$ cat src/common/e3fo_consts.svh
// Constants for the E3 G.751 frame overhead block.
`ifndef E3FO_CONSTS_SVH
`define E3FO_CONSTS_SVH
`define E3FO_ADDR_MODE 4'h0
`define E3FO_ADDR_CTRL 4'h4
`define E3FO_ADDR_STAT 4'h8
`define E3FO_ADDR_CNT 4'hC
`define E3FO_MODE_RATE_BIT 6
`define E3FO_MODE_FMT_BIT 2
`define E3FO_MODE_RESET 8'h44
`define E3FO_FRAME_LEN 11'd1536
`define E3FO_FRAME_LAST 11'd1535
`define E3FO_OH_BITS 12
`define E3FO_PAYLOAD_BITS 1524
`define E3FO_FAS_LEN 11'd10
`define E3FO_FAS 10'b11_1101_0000
`define E3FO_POS_ALARM 11'd10
`define E3FO_POS_NAT 11'd11
`define E3FO_POS_BIP 11'd1532
`define E3FO_FRAMES_PER_SEC 22375
`define E3FO_LINE_BPS 34368000
`define E3FO_CLK_HZ 200000000
`define E3FO_DIV_W 8
`define E3FO_BIT_DIV 8'h05
`define E3FO_LOCK_FRAMES 2'h3
`define E3FO_AXI_OKAY 2'b00
`define E3FO_AXI_SLVERR 2'b10
`endif

$ cat src/common/e3fo_pkg.sv
// Types for the E3 G.751 frame overhead block.
package e3fo_pkg;
    typedef enum logic [1:0] {
        E3FO_HUNT = 2'b00,
        E3FO_CHECK = 2'b01,
        E3FO_SYNC = 2'b10
    } e3fo_sync_t;
endpackage

$ cat src/rtl/e3fo_top.sv
// E3 G.751 frame overhead generator and receive alignment with AXI4-Lite.
//
// Overview of operation
// - G.751 mode when bits 6 and 2 clear
// - Frame is 1536 bits, 12 overhead
// - First ten bits send 1111010000 in order
// - Receiver hunts and keeps the alignment pattern
// - Alarm, national and optional BIP-4 overhead bits
// - 22375 frames per second, 34.368 Mbps
// - Receive trouble sets alarm bit next frame
// - No receive trouble and no BIP-4 FEBE sends alarm bit zero
// - With BIP-4 alarm bit also carries FEBE
// - National bit carries maintenance or user link
//
// The AXI4-Lite register port and the address map were decided locally.
`timescale 1ns/1ps
`default_nettype none
`include "e3fo_consts.svh"
module e3fo_top
    import e3fo_pkg::*;
(
    // Clock and reset.
    input wire logic ref_clk,
    input wire logic reset,
    // AXI4-Lite write address.
    input wire logic [3:0] s_axi_awaddr,
    input wire logic s_axi_awvalid,
    output logic s_axi_awready,
    // AXI4-Lite write data.
    input wire logic [31:0] s_axi_wdata,
    input wire logic [3:0] s_axi_wstrb,
    input wire logic s_axi_wvalid,
    output logic s_axi_wready,
    // AXI4-Lite write response.
    output logic [1:0] s_axi_bresp,
    output logic s_axi_bvalid,
    input wire logic s_axi_bready,
    // AXI4-Lite read address.
    input wire logic [3:0] s_axi_araddr,
    input wire logic s_axi_arvalid,
    output logic s_axi_arready,
    // AXI4-Lite read data.
    output logic [31:0] s_axi_rdata,
    output logic [1:0] s_axi_rresp,
    output logic s_axi_rvalid,
    input wire logic s_axi_rready,
    // Transmit line and terminal side.
    input wire logic tx_payload,
    input wire logic national_in,
    output logic tx_line,
    output logic tx_bit_en,
    output logic tx_frame_end,
    // Receive line and alarm inputs from the line interface.
    input wire logic rx_line,
    input wire logic rx_los,
    input wire logic rx_ais,
    input wire logic febe_in,
    output logic rx_in_frame
);
    // =========================================================
    // Bit rate divider.
    // =========================================================
    // 200 MHz has no integer ratio to 34.368 MHz; a fractional
    // accumulator averages the line rate exactly.
    logic [31:0] acc;
    logic bit_en;
    wire logic [32:0] acc_sum = {1'b0, acc} + 33'(`E3FO_LINE_BPS);
    wire logic acc_wrap = acc_sum >= 33'(`E3FO_CLK_HZ);
    always_ff @(posedge ref_clk or posedge reset) begin
        if (reset) begin
            acc <= 32'h0000_0000;
            bit_en <= 1'b0;
        end else begin
            acc <= acc_wrap ? 32'(acc_sum - 33'(`E3FO_CLK_HZ)) : acc_sum[31:0];
            bit_en <= acc_wrap;
        end
    end
    // =========================================================
    // Input synchronisers.
    // =========================================================
    logic [4:0] sync_a;
    logic [4:0] sync_b;
    wire logic [4:0] pins = {rx_line, rx_los, rx_ais, febe_in, national_in};
    always_ff @(posedge ref_clk or posedge reset) begin
        if (reset) begin
            sync_a <= 5'h00;
            sync_b <= 5'h00;
        end else begin
            sync_a <= pins;
            sync_b <= sync_a;
        end
    end
    wire logic rx_bit = sync_b[4];
    wire logic los_s = sync_b[3];
    wire logic ais_s = sync_b[2];
    wire logic febe_s = sync_b[1];
    wire logic nat_s = sync_b[0];
    // =========================================================
    // Registers.
    // =========================================================
    logic [7:0] mode;
    logic [2:0] ctrl;
    logic [15:0] frame_cnt;
    wire logic g751_mode = !mode[`E3FO_MODE_RATE_BIT] &&
        !mode[`E3FO_MODE_FMT_BIT];
    wire logic bip_en = ctrl[0];
    wire logic user_link = ctrl[1];
    wire logic user_nat = ctrl[2];
    // =========================================================
    // Receive alignment.
    // =========================================================
    logic rx_sync;
    e3fo_rx_align u_align (
        .ref_clk(ref_clk),
        .reset(reset),
        .bit_en(bit_en),
        .rx_bit(rx_bit),
        .in_frame(rx_sync),
        .frame_start()
    );
    wire logic rx_trouble = los_s || ais_s || !rx_sync;
    // =========================================================
    // Transmit framer.
    // =========================================================
    logic [10:0] tx_pos;
    logic alarm_lat;
    logic [3:0] bip_acc;
    logic [3:0] bip_hold;
    wire logic frame_last = (tx_pos == `E3FO_FRAME_LAST);
    wire logic in_fas = (tx_pos < `E3FO_FAS_LEN);
    wire logic in_bip = bip_en && (tx_pos >= `E3FO_POS_BIP);
    wire logic [3:0] fas_idx = 4'(`E3FO_FAS_LEN - 11'd1 - tx_pos);
    wire logic [3:0] bip_idx = 4'(`E3FO_FRAME_LAST - tx_pos);
    wire logic fas_bit = 1'(`E3FO_FAS >> fas_idx);
    wire logic alarm_bit = alarm_lat || (bip_en && febe_s);
    wire logic nat_bit = user_link ? user_nat : nat_s;
    wire logic next_tx =
        in_fas ? fas_bit :
        (tx_pos == `E3FO_POS_ALARM) ? alarm_bit :
        (tx_pos == `E3FO_POS_NAT) ? nat_bit :
        in_bip ? bip_hold[bip_idx[1:0]] : tx_payload;
    always_ff @(posedge ref_clk or posedge reset) begin
        if (reset) begin
            tx_pos <= 11'h000;
            alarm_lat <= 1'b0;
            bip_acc <= 4'h0;
            bip_hold <= 4'h0;
            tx_line <= 1'b0;
            tx_frame_end <= 1'b0;
            frame_cnt <= 16'h0000;
        end else if (bit_en && g751_mode) begin
            tx_pos <= frame_last ? 11'h000 : tx_pos + 11'd1;
            tx_line <= next_tx;
            tx_frame_end <= frame_last;
            if (frame_last) begin
                alarm_lat <= rx_trouble;
                bip_hold <= bip_acc;
                bip_acc <= 4'h0;
                frame_cnt <= frame_cnt + 16'h0001;
            end else if (!in_bip) begin
                bip_acc[tx_pos[1:0]] <= bip_acc[tx_pos[1:0]] ^ next_tx;
            end
        end else begin
            tx_frame_end <= 1'b0;
        end
    end
    always_ff @(posedge ref_clk or posedge reset) begin
        if (reset) begin
            tx_bit_en <= 1'b0;
            rx_in_frame <= 1'b0;
        end else begin
            tx_bit_en <= bit_en && g751_mode;
            rx_in_frame <= rx_sync;
        end
    end
    // =========================================================
    // AXI4-Lite slave.
    // =========================================================
    logic aw_full;
    logic w_full;
    logic [3:0] aw_addr;
    logic [31:0] w_data;
    logic [3:0] w_strb;
    wire logic do_write = aw_full && w_full && !s_axi_bvalid;
    wire logic wr_mode = (aw_addr == `E3FO_ADDR_MODE);
    wire logic wr_ctrl = (aw_addr == `E3FO_ADDR_CTRL);
    wire logic wr_hit = wr_mode || wr_ctrl;
    wire logic rd_take = s_axi_arvalid && s_axi_arready;
    wire logic [31:0] status_word = {29'h0, g751_mode, alarm_lat, rx_sync};
    wire logic rd_hit = (s_axi_araddr == `E3FO_ADDR_MODE) ||
        (s_axi_araddr == `E3FO_ADDR_CTRL) ||
        (s_axi_araddr == `E3FO_ADDR_STAT) ||
        (s_axi_araddr == `E3FO_ADDR_CNT);
    wire logic [31:0] rd_word =
        (s_axi_araddr == `E3FO_ADDR_MODE) ? {24'h0, mode} :
        (s_axi_araddr == `E3FO_ADDR_CTRL) ? {29'h0, ctrl} :
        (s_axi_araddr == `E3FO_ADDR_STAT) ? status_word :
        (s_axi_araddr == `E3FO_ADDR_CNT) ? {16'h0, frame_cnt} : 32'h0;
    always_ff @(posedge ref_clk or posedge reset) begin
        if (reset) begin
            aw_full <= 1'b0;
            w_full <= 1'b0;
            aw_addr <= 4'h0;
            w_data <= 32'h0000_0000;
            w_strb <= 4'h0;
            s_axi_awready <= 1'b0;
            s_axi_wready <= 1'b0;
            s_axi_bvalid <= 1'b0;
            s_axi_bresp <= `E3FO_AXI_OKAY;
        end else begin
            s_axi_awready <= !aw_full && !s_axi_awready;
            s_axi_wready <= !w_full && !s_axi_wready;
            if (s_axi_awvalid && s_axi_awready) begin
                aw_full <= 1'b1;
                aw_addr <= {s_axi_awaddr[3:2], 2'b00};
            end
            if (s_axi_wvalid && s_axi_wready) begin
                w_full <= 1'b1;
                w_data <= s_axi_wdata;
                w_strb <= s_axi_wstrb;
            end
            if (do_write) begin
                aw_full <= 1'b0;
                w_full <= 1'b0;
                s_axi_bvalid <= 1'b1;
                s_axi_bresp <= wr_hit ? `E3FO_AXI_OKAY : `E3FO_AXI_SLVERR;
            end else if (s_axi_bready) begin
                s_axi_bvalid <= 1'b0;
            end
        end
    end
    always_ff @(posedge ref_clk or posedge reset) begin
        if (reset) begin
            mode <= `E3FO_MODE_RESET;
            ctrl <= 3'h0;
        end else if (do_write && w_strb[0]) begin
            if (wr_mode) mode <= w_data[7:0];
            if (wr_ctrl) ctrl <= w_data[2:0];
        end
    end
    always_ff @(posedge ref_clk or posedge reset) begin
        if (reset) begin
            s_axi_arready <= 1'b0;
            s_axi_rvalid <= 1'b0;
            s_axi_rdata <= 32'h0000_0000;
            s_axi_rresp <= `E3FO_AXI_OKAY;
        end else begin
            s_axi_arready <= !s_axi_rvalid && !s_axi_arready;
            if (rd_take) begin
                s_axi_rvalid <= 1'b1;
                s_axi_rdata <= rd_word;
                s_axi_rresp <= rd_hit ? `E3FO_AXI_OKAY : `E3FO_AXI_SLVERR;
            end else if (s_axi_rready) begin
                s_axi_rvalid <= 1'b0;
            end
        end
    end
    // =========================================================
    // Assertions.
    // =========================================================
    property p_frame_len;
        @(posedge ref_clk) disable iff (reset)
        (tx_pos == `E3FO_FRAME_LAST && bit_en && g751_mode) |=> tx_pos == 11'h000;
    endproperty
    a_frame_len: assert property (p_frame_len) else $error("Frame wrap wrong.");
    property p_fas;
        @(posedge ref_clk) disable iff (reset)
        (bit_en && g751_mode && in_fas) |=> tx_line == $past(fas_bit);
    endproperty
    a_fas: assert property (p_fas) else $error("Alignment bit wrong.");
    property p_alarm_set;
        @(posedge ref_clk) disable iff (reset)
        (bit_en && g751_mode && tx_pos == `E3FO_POS_ALARM && alarm_lat)
        |=> tx_line;
    endproperty
    a_alarm_set: assert property (p_alarm_set) else $error("Alarm not sent.");
    property p_alarm_clr;
        @(posedge ref_clk) disable iff (reset)
        (bit_en && g751_mode && tx_pos == `E3FO_POS_ALARM && !alarm_lat &&
         !bip_en) |=> !tx_line;
    endproperty
    a_alarm_clr: assert property (p_alarm_clr) else $error("Alarm set idle.");
    property p_latch;
        @(posedge ref_clk) disable iff (reset)
        (bit_en && g751_mode && frame_last) |=> alarm_lat == $past(rx_trouble);
    endproperty
    a_latch: assert property (p_latch) else $error("Alarm latch wrong.");
    property p_mode;
        @(posedge ref_clk) disable iff (reset)
        !g751_mode |=> !tx_bit_en;
    endproperty
    a_mode: assert property (p_mode) else $error("Framer ran outside mode.");
    property p_nat;
        @(posedge ref_clk) disable iff (reset)
        (bit_en && g751_mode && tx_pos == `E3FO_POS_NAT && user_link)
        |=> tx_line == $past(user_nat);
    endproperty
    a_nat: assert property (p_nat) else $error("National bit wrong.");
    property p_bresp;
        @(posedge ref_clk) disable iff (reset)
        do_write |=> s_axi_bvalid;
    endproperty
    a_bresp: assert property (p_bresp) else $error("Write got no answer.");
    property p_rate;
        @(posedge ref_clk) disable iff (reset)
        bit_en |=> !bit_en ##1 !bit_en;
    endproperty
    a_rate: assert property (p_rate) else $error("Bit enable too fast.");
    c_frame: cover property (@(posedge ref_clk) tx_frame_end);
    c_sync: cover property (@(posedge ref_clk) rx_in_frame);
    c_alarm: cover property (@(posedge ref_clk) alarm_lat);
    c_write: cover property (@(posedge ref_clk) do_write && wr_mode);
endmodule
`default_nettype wire

$ cat src/rtl/e3fo_rx_align.sv
// Receive frame alignment search for the E3 G.751 stream.
`timescale 1ns/1ps
`default_nettype none
`include "e3fo_consts.svh"
module e3fo_rx_align
    import e3fo_pkg::*;
(
    // Clock and reset.
    input wire logic ref_clk,
    input wire logic reset,
    // Serial receive bit and its enable.
    input wire logic bit_en,
    input wire logic rx_bit,
    // Alignment state.
    output logic in_frame,
    output logic frame_start
);
    e3fo_sync_t state;
    e3fo_sync_t next_state;
    logic [9:0] shift;
    logic [10:0] pos;
    logic [1:0] hits;
    wire logic [9:0] window = {shift[8:0], rx_bit};
    wire logic fas_hit = (window == `E3FO_FAS);
    wire logic at_fas_end = (pos == `E3FO_FAS_LEN - 11'd1);
    wire logic hunting = (state == E3FO_HUNT);
    // The pattern is checked at the tenth bit of each frame once found.
    always_comb begin
        next_state = state;
        unique case (state)
            E3FO_HUNT: if (fas_hit) next_state = E3FO_CHECK;
            E3FO_CHECK: if (at_fas_end) begin
                if (!fas_hit) next_state = E3FO_HUNT;
                else if (hits == `E3FO_LOCK_FRAMES - 2'h1)
                    next_state = E3FO_SYNC;
            end
            E3FO_SYNC: if (at_fas_end && !fas_hit) next_state = E3FO_HUNT;
            default: next_state = E3FO_HUNT;
        endcase
    end
    always_ff @(posedge ref_clk or posedge reset) begin
        if (reset) begin
            state <= E3FO_HUNT;
            shift <= 10'h000;
            pos <= 11'h000;
            hits <= 2'h0;
        end else if (bit_en) begin
            state <= next_state;
            shift <= window;
            // A fresh hit means the next bit follows the pattern.
            if (hunting && fas_hit)
                pos <= `E3FO_FAS_LEN;
            else if (pos == `E3FO_FRAME_LAST)
                pos <= 11'h000;
            else
                pos <= pos + 11'd1;
            if (hunting)
                hits <= 2'h0;
            else if (at_fas_end && fas_hit)
                hits <= hits + 2'h1;
        end
    end
    always_ff @(posedge ref_clk or posedge reset) begin
        if (reset) begin
            in_frame <= 1'b0;
            frame_start <= 1'b0;
        end else begin
            in_frame <= (state == E3FO_SYNC);
            frame_start <= bit_en && pos == `E3FO_FRAME_LAST;
        end
    end
    property p_hunt_on_miss;
        @(posedge ref_clk) disable iff (reset)
        (bit_en && state == E3FO_SYNC && at_fas_end && !fas_hit)
        |=> state == E3FO_HUNT;
    endproperty
    a_hunt_on_miss: assert property (p_hunt_on_miss)
        else $error("Missed pattern did not drop alignment.");
endmodule
`default_nettype wire

$ cat config.mk
export PLATFORM = sky130hd
export DESIGN_NAME = e3fo_top
export DESIGN_NICKNAME = d
export VERILOG_FILES = /design/src/common/e3fo_pkg.sv /design/src/rtl/e3fo_top.sv /design/src/rtl/e3fo_rx_align.sv
export VERILOG_INCLUDE_DIRS = /design/src /design/src/common
export SDC_FILE = /design/constraint.sdc
export NUM_CORES = 1
export LEC_CHECK = 0
export BUFFER_PORTS_ARGS = -buffer_cell sky130_fd_sc_hd__buf_2
export CORE_MARGIN = 2
export CORE_UTILIZATION = 62
export CTS_BUF_LIST = sky130_fd_sc_hd__clkbuf_8
export CTS_CLUSTER_SIZE = 14
export DETAILED_ROUTE_END_ITERATION = 8
export GPL_TIMING_DRIVEN = 0
export PLACE_DENSITY = 0.89
export SYNTH_ARGS = -nofsm -noshare
export SYNTH_HDL_FRONTEND = slang
export SYNTH_SLANG_ARGS = --single-unit
$ cat constraint.sdc
create_clock -name ref_clk -period 7.8 [get_ports ref_clk]
set_input_delay 0.78 -clock ref_clk [delete_from_list [all_inputs] [get_ports ref_clk]]
set_output_delay 0.78 -clock ref_clk [all_outputs]
set_load 0.02 [all_outputs]
# ---- Word level (Yosys, flattened, before mapping)
# Index checks and enable logic that the tools add are counted.
# W data, S select, Z words.
dict set report word_totals {
  in_bits 57
  reg_bits 173
  word_cells 157
}
dict set report op_classes {
  eq_ne 18
  n_reduce_logical 49
  magnitude_cmp 6
  bitwise_logic 1
  muxes 41
  addsub 8
  n_shift 1
}
# operator n
set ops {}
lappend ops {{$mux W16} 4}
lappend ops {{$add A32 B26 Y33 const B} 1}
lappend ops {{$eq A11 B4 Y1 const B} 3}
lappend ops {{$ge A33 B28 Y1 const B} 1}
lappend ops {{$mux W11} 3}
lappend ops {{$mux W32} 1}
lappend ops {{$sub A32 B28 Y32 const B} 1}
lappend ops {{$add A11 B1 Y11 const B} 2}
lappend ops {{$eq A11 B11 Y1 const B} 2}
lappend ops {{$mux W2} 9}
lappend ops {{$logic_and A1 B1 Y1} 17}
lappend ops {{$mux W1} 17}
lappend ops {{$add A16 B1 Y16 const B} 1}
lappend ops {{$ge A11 B11 Y1 const B} 1}
lappend ops {{$logic_not A1 Y1} 11}
lappend ops {{$lt A11 B4 Y1 const B} 1}
lappend ops {{$eq A10 B10 Y1 const B} 1}
lappend ops {{$reduce_and A2 Y1} 5}
lappend ops {{$reduce_bool A2 Y1} 5}
lappend ops {{$shr A10 B4 Y1 const A} 1}
lappend ops {{$eq A4 B4 Y1 const B} 2}
lappend ops {{$logic_not A4 Y1} 2}
lappend ops {{$mux W4} 2}
lappend ops {{$logic_or A1 B1 Y1} 7}
lappend ops {{18 further kinds} 24}

# ---- Logic depth before layout (Yosys ltp)
dict set report logic_depth {
  depth_word 11
  depth_mapped 12
}

# ---- Hierarchy
# From an unflattened synthesis, not the netlist that was laid out.
dict set report hier_totals {
  hier_cells 774
  area_unflattened_um2 7800.0
}
# module area_each_um2 cells_per_inst n_inst
set modules_own_cells {}
lappend modules_own_cells {e3fo_top 6377.4 635 1}
lappend modules_own_cells {e3fo_rx_align 1422.6 139 1}

# ---- Worst setup path after synthesis
# Ideal clock, no wire load.
dict set report synth_timing {
  path_kind {register to register}
  startpoint {register acc[9]}
  endpoint {register acc[17]}
  synth_period_minus_slack_ns 2.972
  slack_ns 4.828
  t_arrival_ns 2.833
  setup_time_ns 0.139
  path_stages_with_launch 13
  path_buffers 1
  required_ns 7.661
  path_cell_list {dfrtp_1 ha_1 buf_2 o21a_1 o31ai_4 nor2_1 xor2_1 nor3_4 inv_2 o21a_4 inv_2 nor2_1 or4_1}
}
dict set report synth_between {
  elab_chain_len 3
  word_cells_on_any_way 4
  cone_classes {2 x add/sub; 1 x order compare; 1 x mux}
}
# element line
set synth_lines {}
lappend synth_lines {{start: declaration} e3fo_top.sv:65} ;# logic [31:0] acc;
lappend synth_lines {{start signal: assignment} e3fo_top.sv:74} ;# acc <= acc_wrap ? 32'(acc_sum - 33'(`E3FO_CLK_HZ)) : acc_sum[31:0];
lappend synth_lines {{$add A32 B26 Y33} e3fo_top.sv:67} ;# wire logic [32:0] acc_sum = {1'b0, acc} + 33'(`E3FO_LINE_BPS);
lappend synth_lines {{$ge A33 B28 Y1} e3fo_top.sv:68} ;# wire logic acc_wrap = acc_sum >= 33'(`E3FO_CLK_HZ);
lappend synth_lines {{via acc_wrap} e3fo_top.sv:68}
lappend synth_lines {{$mux W32} e3fo_top.sv:74}
# The timed path passes the listed nets, and every way through them passes these cells.
# A chain may end at the register's enable or synchronous reset.

# ---- Final worst setup path
# Same ends and word-level chain as after synthesis.

==> results.md <==
* Worst path cell trace: ha_1, buf_2, o21a_1, o31ai_4, nor2_1, xor2_1, nor3_4, inv_2, o21a_4, inv_2, nor2_1, or4_1
* Slew margin rel. at 0.122
* Final Cycle Share at 0.446
* CP max stage delay at 500 ps
* Setup Viol. Count Final at 0
* Nets@finish at 915
* Lkg Pwr at 0.00392 µW
* First-pass GRT wire length at 26.9 mm
* Tmin final at 3480 ps
* Area after DPL at 8180 µm²
* Post-cts hold buffer count at 0
* CP max stage cell: dfrtp_1
* Setup TNS at 0 ps
* Worst setup EP type: register
* Slew Viols, Final at 0
* Die width at 115 µm
* Core area at 12000 µm²
* Clk_skew at 12.3 ps
* CTS tree: built
* Part of the Yosys area used for sequential elements at 0.480
* Final hold viol count at 0
* Synth Register Bits at 146
* Starting DRT DRC Count at 667
* Final WL at 16.2 mm
* Worst hold margin at 362 ps
* Hold path startpoint: sync_a[4]
* Design area at 8590 µm²
* GPL Wtd Cong at 0.914
* Warnings, synthesis at 0
* Clk_lat worst skew at 460 ps
* Num CTS Buffers at 17
* Clock slew at reported path FFs at 80 ps
* Commonest non-fill, non-tap cell in the layout: dfrtp_1
* Post-CTS Setup Bufs at 0
* Residual DRC at 0
* Fin util at 0.715
* Reg2reg start: acc[9]
* Asr flop ratio synth at 1.00
* CTS Root Cell: clkbuf_8
* Area delta synth->final at 12.7%
* CP top delay family: simple AND/OR/NAND/NOR gates
* Distinct cells, synth at 75
* Final global-route overflow total at 0
* Fmax achieved at 0.288 GHz
* Ys flop type: dfrtp_1
* Cell area after synthesis at 7620 µm²
* Buf/Inv on CP at 3
* Class of the worst hold path: reg -> reg
* Critical path class: reg -> reg
* Drt pass-1 iters at 5
* Diodes inserted at 0
* Worst-Margin Slew at 1310 ps
* Peak supply drop at 116 µV
* CTS Sinks at 146
* Vias per inst at 5.90
* Starting Density at 0.635
* Ports at 102
* Pin count of the biggest net entering global routing at 83
* R2R setup slack at 4320 ps
* Post-route ant nets at 0
* Vias in the first global route at 5611
* Port Buffers at 54
* Fill cells at 847
* Status: finished clean
* Site Rows at 40
* CP arrival at 3810 ps
* H-tree Lvls at 4
* Die height at 115 µm
* Via Count at 5921
* Unrepaired setup endpoints after global routing: false
* Highest net fanout along the worst path at 10
* Share of layout cells above drive strength 1 at 0.215
* Mapped Avg Cell Area at 10.1 µm²
* DR WL/cell at 16.2 µm
* CP startpoint kind: register
* Die ar. at 13200 µm²
* PwrDens at 228 nW/µm²
* # resized after CTS at 0
* Max-cap violations at 0
* GRT Overall Usage at 0.257
* Worst endpoint required time at 8130 ps
* Launch point of the worst path: acc[9]
* Number of flops mapped to enable cells by yosys at 0
* Commonest non-fill, non-tap cells in the layout: dfrtp_1 (144), nand2_1 (86), nor2_1 (64), buf_2 (61), o21ai_0 (56)
* Initial antenna violation count at 0
* Post-Syn Instances at 752
* Hpwl dp at 11.1 mm
* CTS max path bufs at 2
-- flip-flops by register name, summed over array words and instances, names as in the netlist, 8 cells and up --
name and flops:
mode 8, w_data 8, u_align.shift 9, u_align.pos 11
acc 23, tx_pos 11, frame_cnt 16, s_axi_rdata 16
-- path summary, 6_finish.rpt --
kind | end | depth (start not counted)
max | acc[17] | 12
min | sync_b[4] | 0
max reg2reg | acc[17] | 12
min reg2reg | sync_b[4] | 0
max in group asynchronous | mode[6] | 3
min in group asynchronous | tx_line | 2
-- synth_stat cells, types with 3 or more instances --
cell type | count | share of area
o21a_1 | 4 | 0.0039
mux2i_1 | 6 | 0.0079
nor3_1 | 11 | 0.0072
o21ai_2 | 4 | 0.0046
inv_1 | 21 | 0.010
and3_1 | 11 | 0.0090
buf_4 | 22 | 0.022
o22ai_1 | 5 | 0.0041
xor2_1 | 24 | 0.028
xnor2_1 | 39 | 0.045
clkbuf_1 | 13 | 0.0064
nor2_1 | 64 | 0.032
a211oi_1 | 4 | 0.0039
nand3_1 | 25 | 0.016
buf_2 | 7 | 0.0046
mux2_2 | 42 | 0.062
o21ai_0 | 56 | 0.037
ha_1 | 15 | 0.025
a22o_1 | 4 | 0.0046
a211o_1 | 5 | 0.0057
or3_1 | 3 | 0.0025
nand4_1 | 14 | 0.011
a22oi_1 | 10 | 0.0098
or4_1 | 4 | 0.0039
a31oi_1 | 5 | 0.0041
nand2b_1 | 5 | 0.0041
and4_1 | 3 | 0.0034
a21oi_1 | 20 | 0.013
nand2_1 | 86 | 0.042
or2_1 | 3 | 0.0025
nor4_1 | 7 | 0.0057
dfrtp_1 | 144 | 0.47
nor4b_1 | 3 | 0.0034
o211ai_1 | 4 | 0.0039
nand4b_1 | 5 | 0.0057
nor2b_1 | 5 | 0.0041
-- through the flow --
step	setup slack (ps)	power (µW)	std cells
global route	4150	2060	1003
global placement	1710	1320	970
detailed placement	4370	1350	971
finish	4320	1960	1003
CTS	4360	1970	1003
floorplan	3100	1230	769
-- cells by family after synthesis --
logic type	Yosys count	synth area share
muxes	50	0.0758
buffers and inverters	68	0.0464
and+or+nand+nor	262	0.169
xor gates and xnor gates	63	0.0724
other	1	0.000492
AOI/OAI and AO/OA	147	0.131
DFF	146	0.480
adders and majority gates	15	0.0246
-- per-layer routing --
layer / global-route usage / vias to the layer above / wire length (µm)
met3: 0.0596 / 43 / 816
li1: - / 2809 / -
met1: 0.327 / 2896 / 6780
met2: 0.438 / 173 / 8280
met5: 0 / - / 0
met4: 0.0835 / 0 / 354
-- worst register-to-register path, cell delays in order (launching register included) --
cell and delay (ps):
dfrtp_1 500, ha_1 240, buf_2 170, o21a_1 260
o31ai_4 430, nor2_1 110, xor2_1 200, nor3_4 360
inv_2 90, o21a_4 270, inv_2 170, nor2_1 70
or4_1 490
-- report_power, final --
group / internal (µW) / switching [µW]
registers: 872 / 95.8
logic: 164 / 220
clock network: 323 / 288
total: 1360 / 604
-- area by class of cell --
class                   instances  area (µm²)  area share
multi-input cells             555        3680       0.429
well taps                     147         184      0.0214
plain buffers                  44         264      0.0307
clock buffers                  18         248      0.0288
repair buffers                 55         298      0.0347
clock inverters                14         164      0.0191
flip-flops and latches        146        3660       0.426
inverters                      24        95.1      0.0111
(Power assumes the default switching activity.)
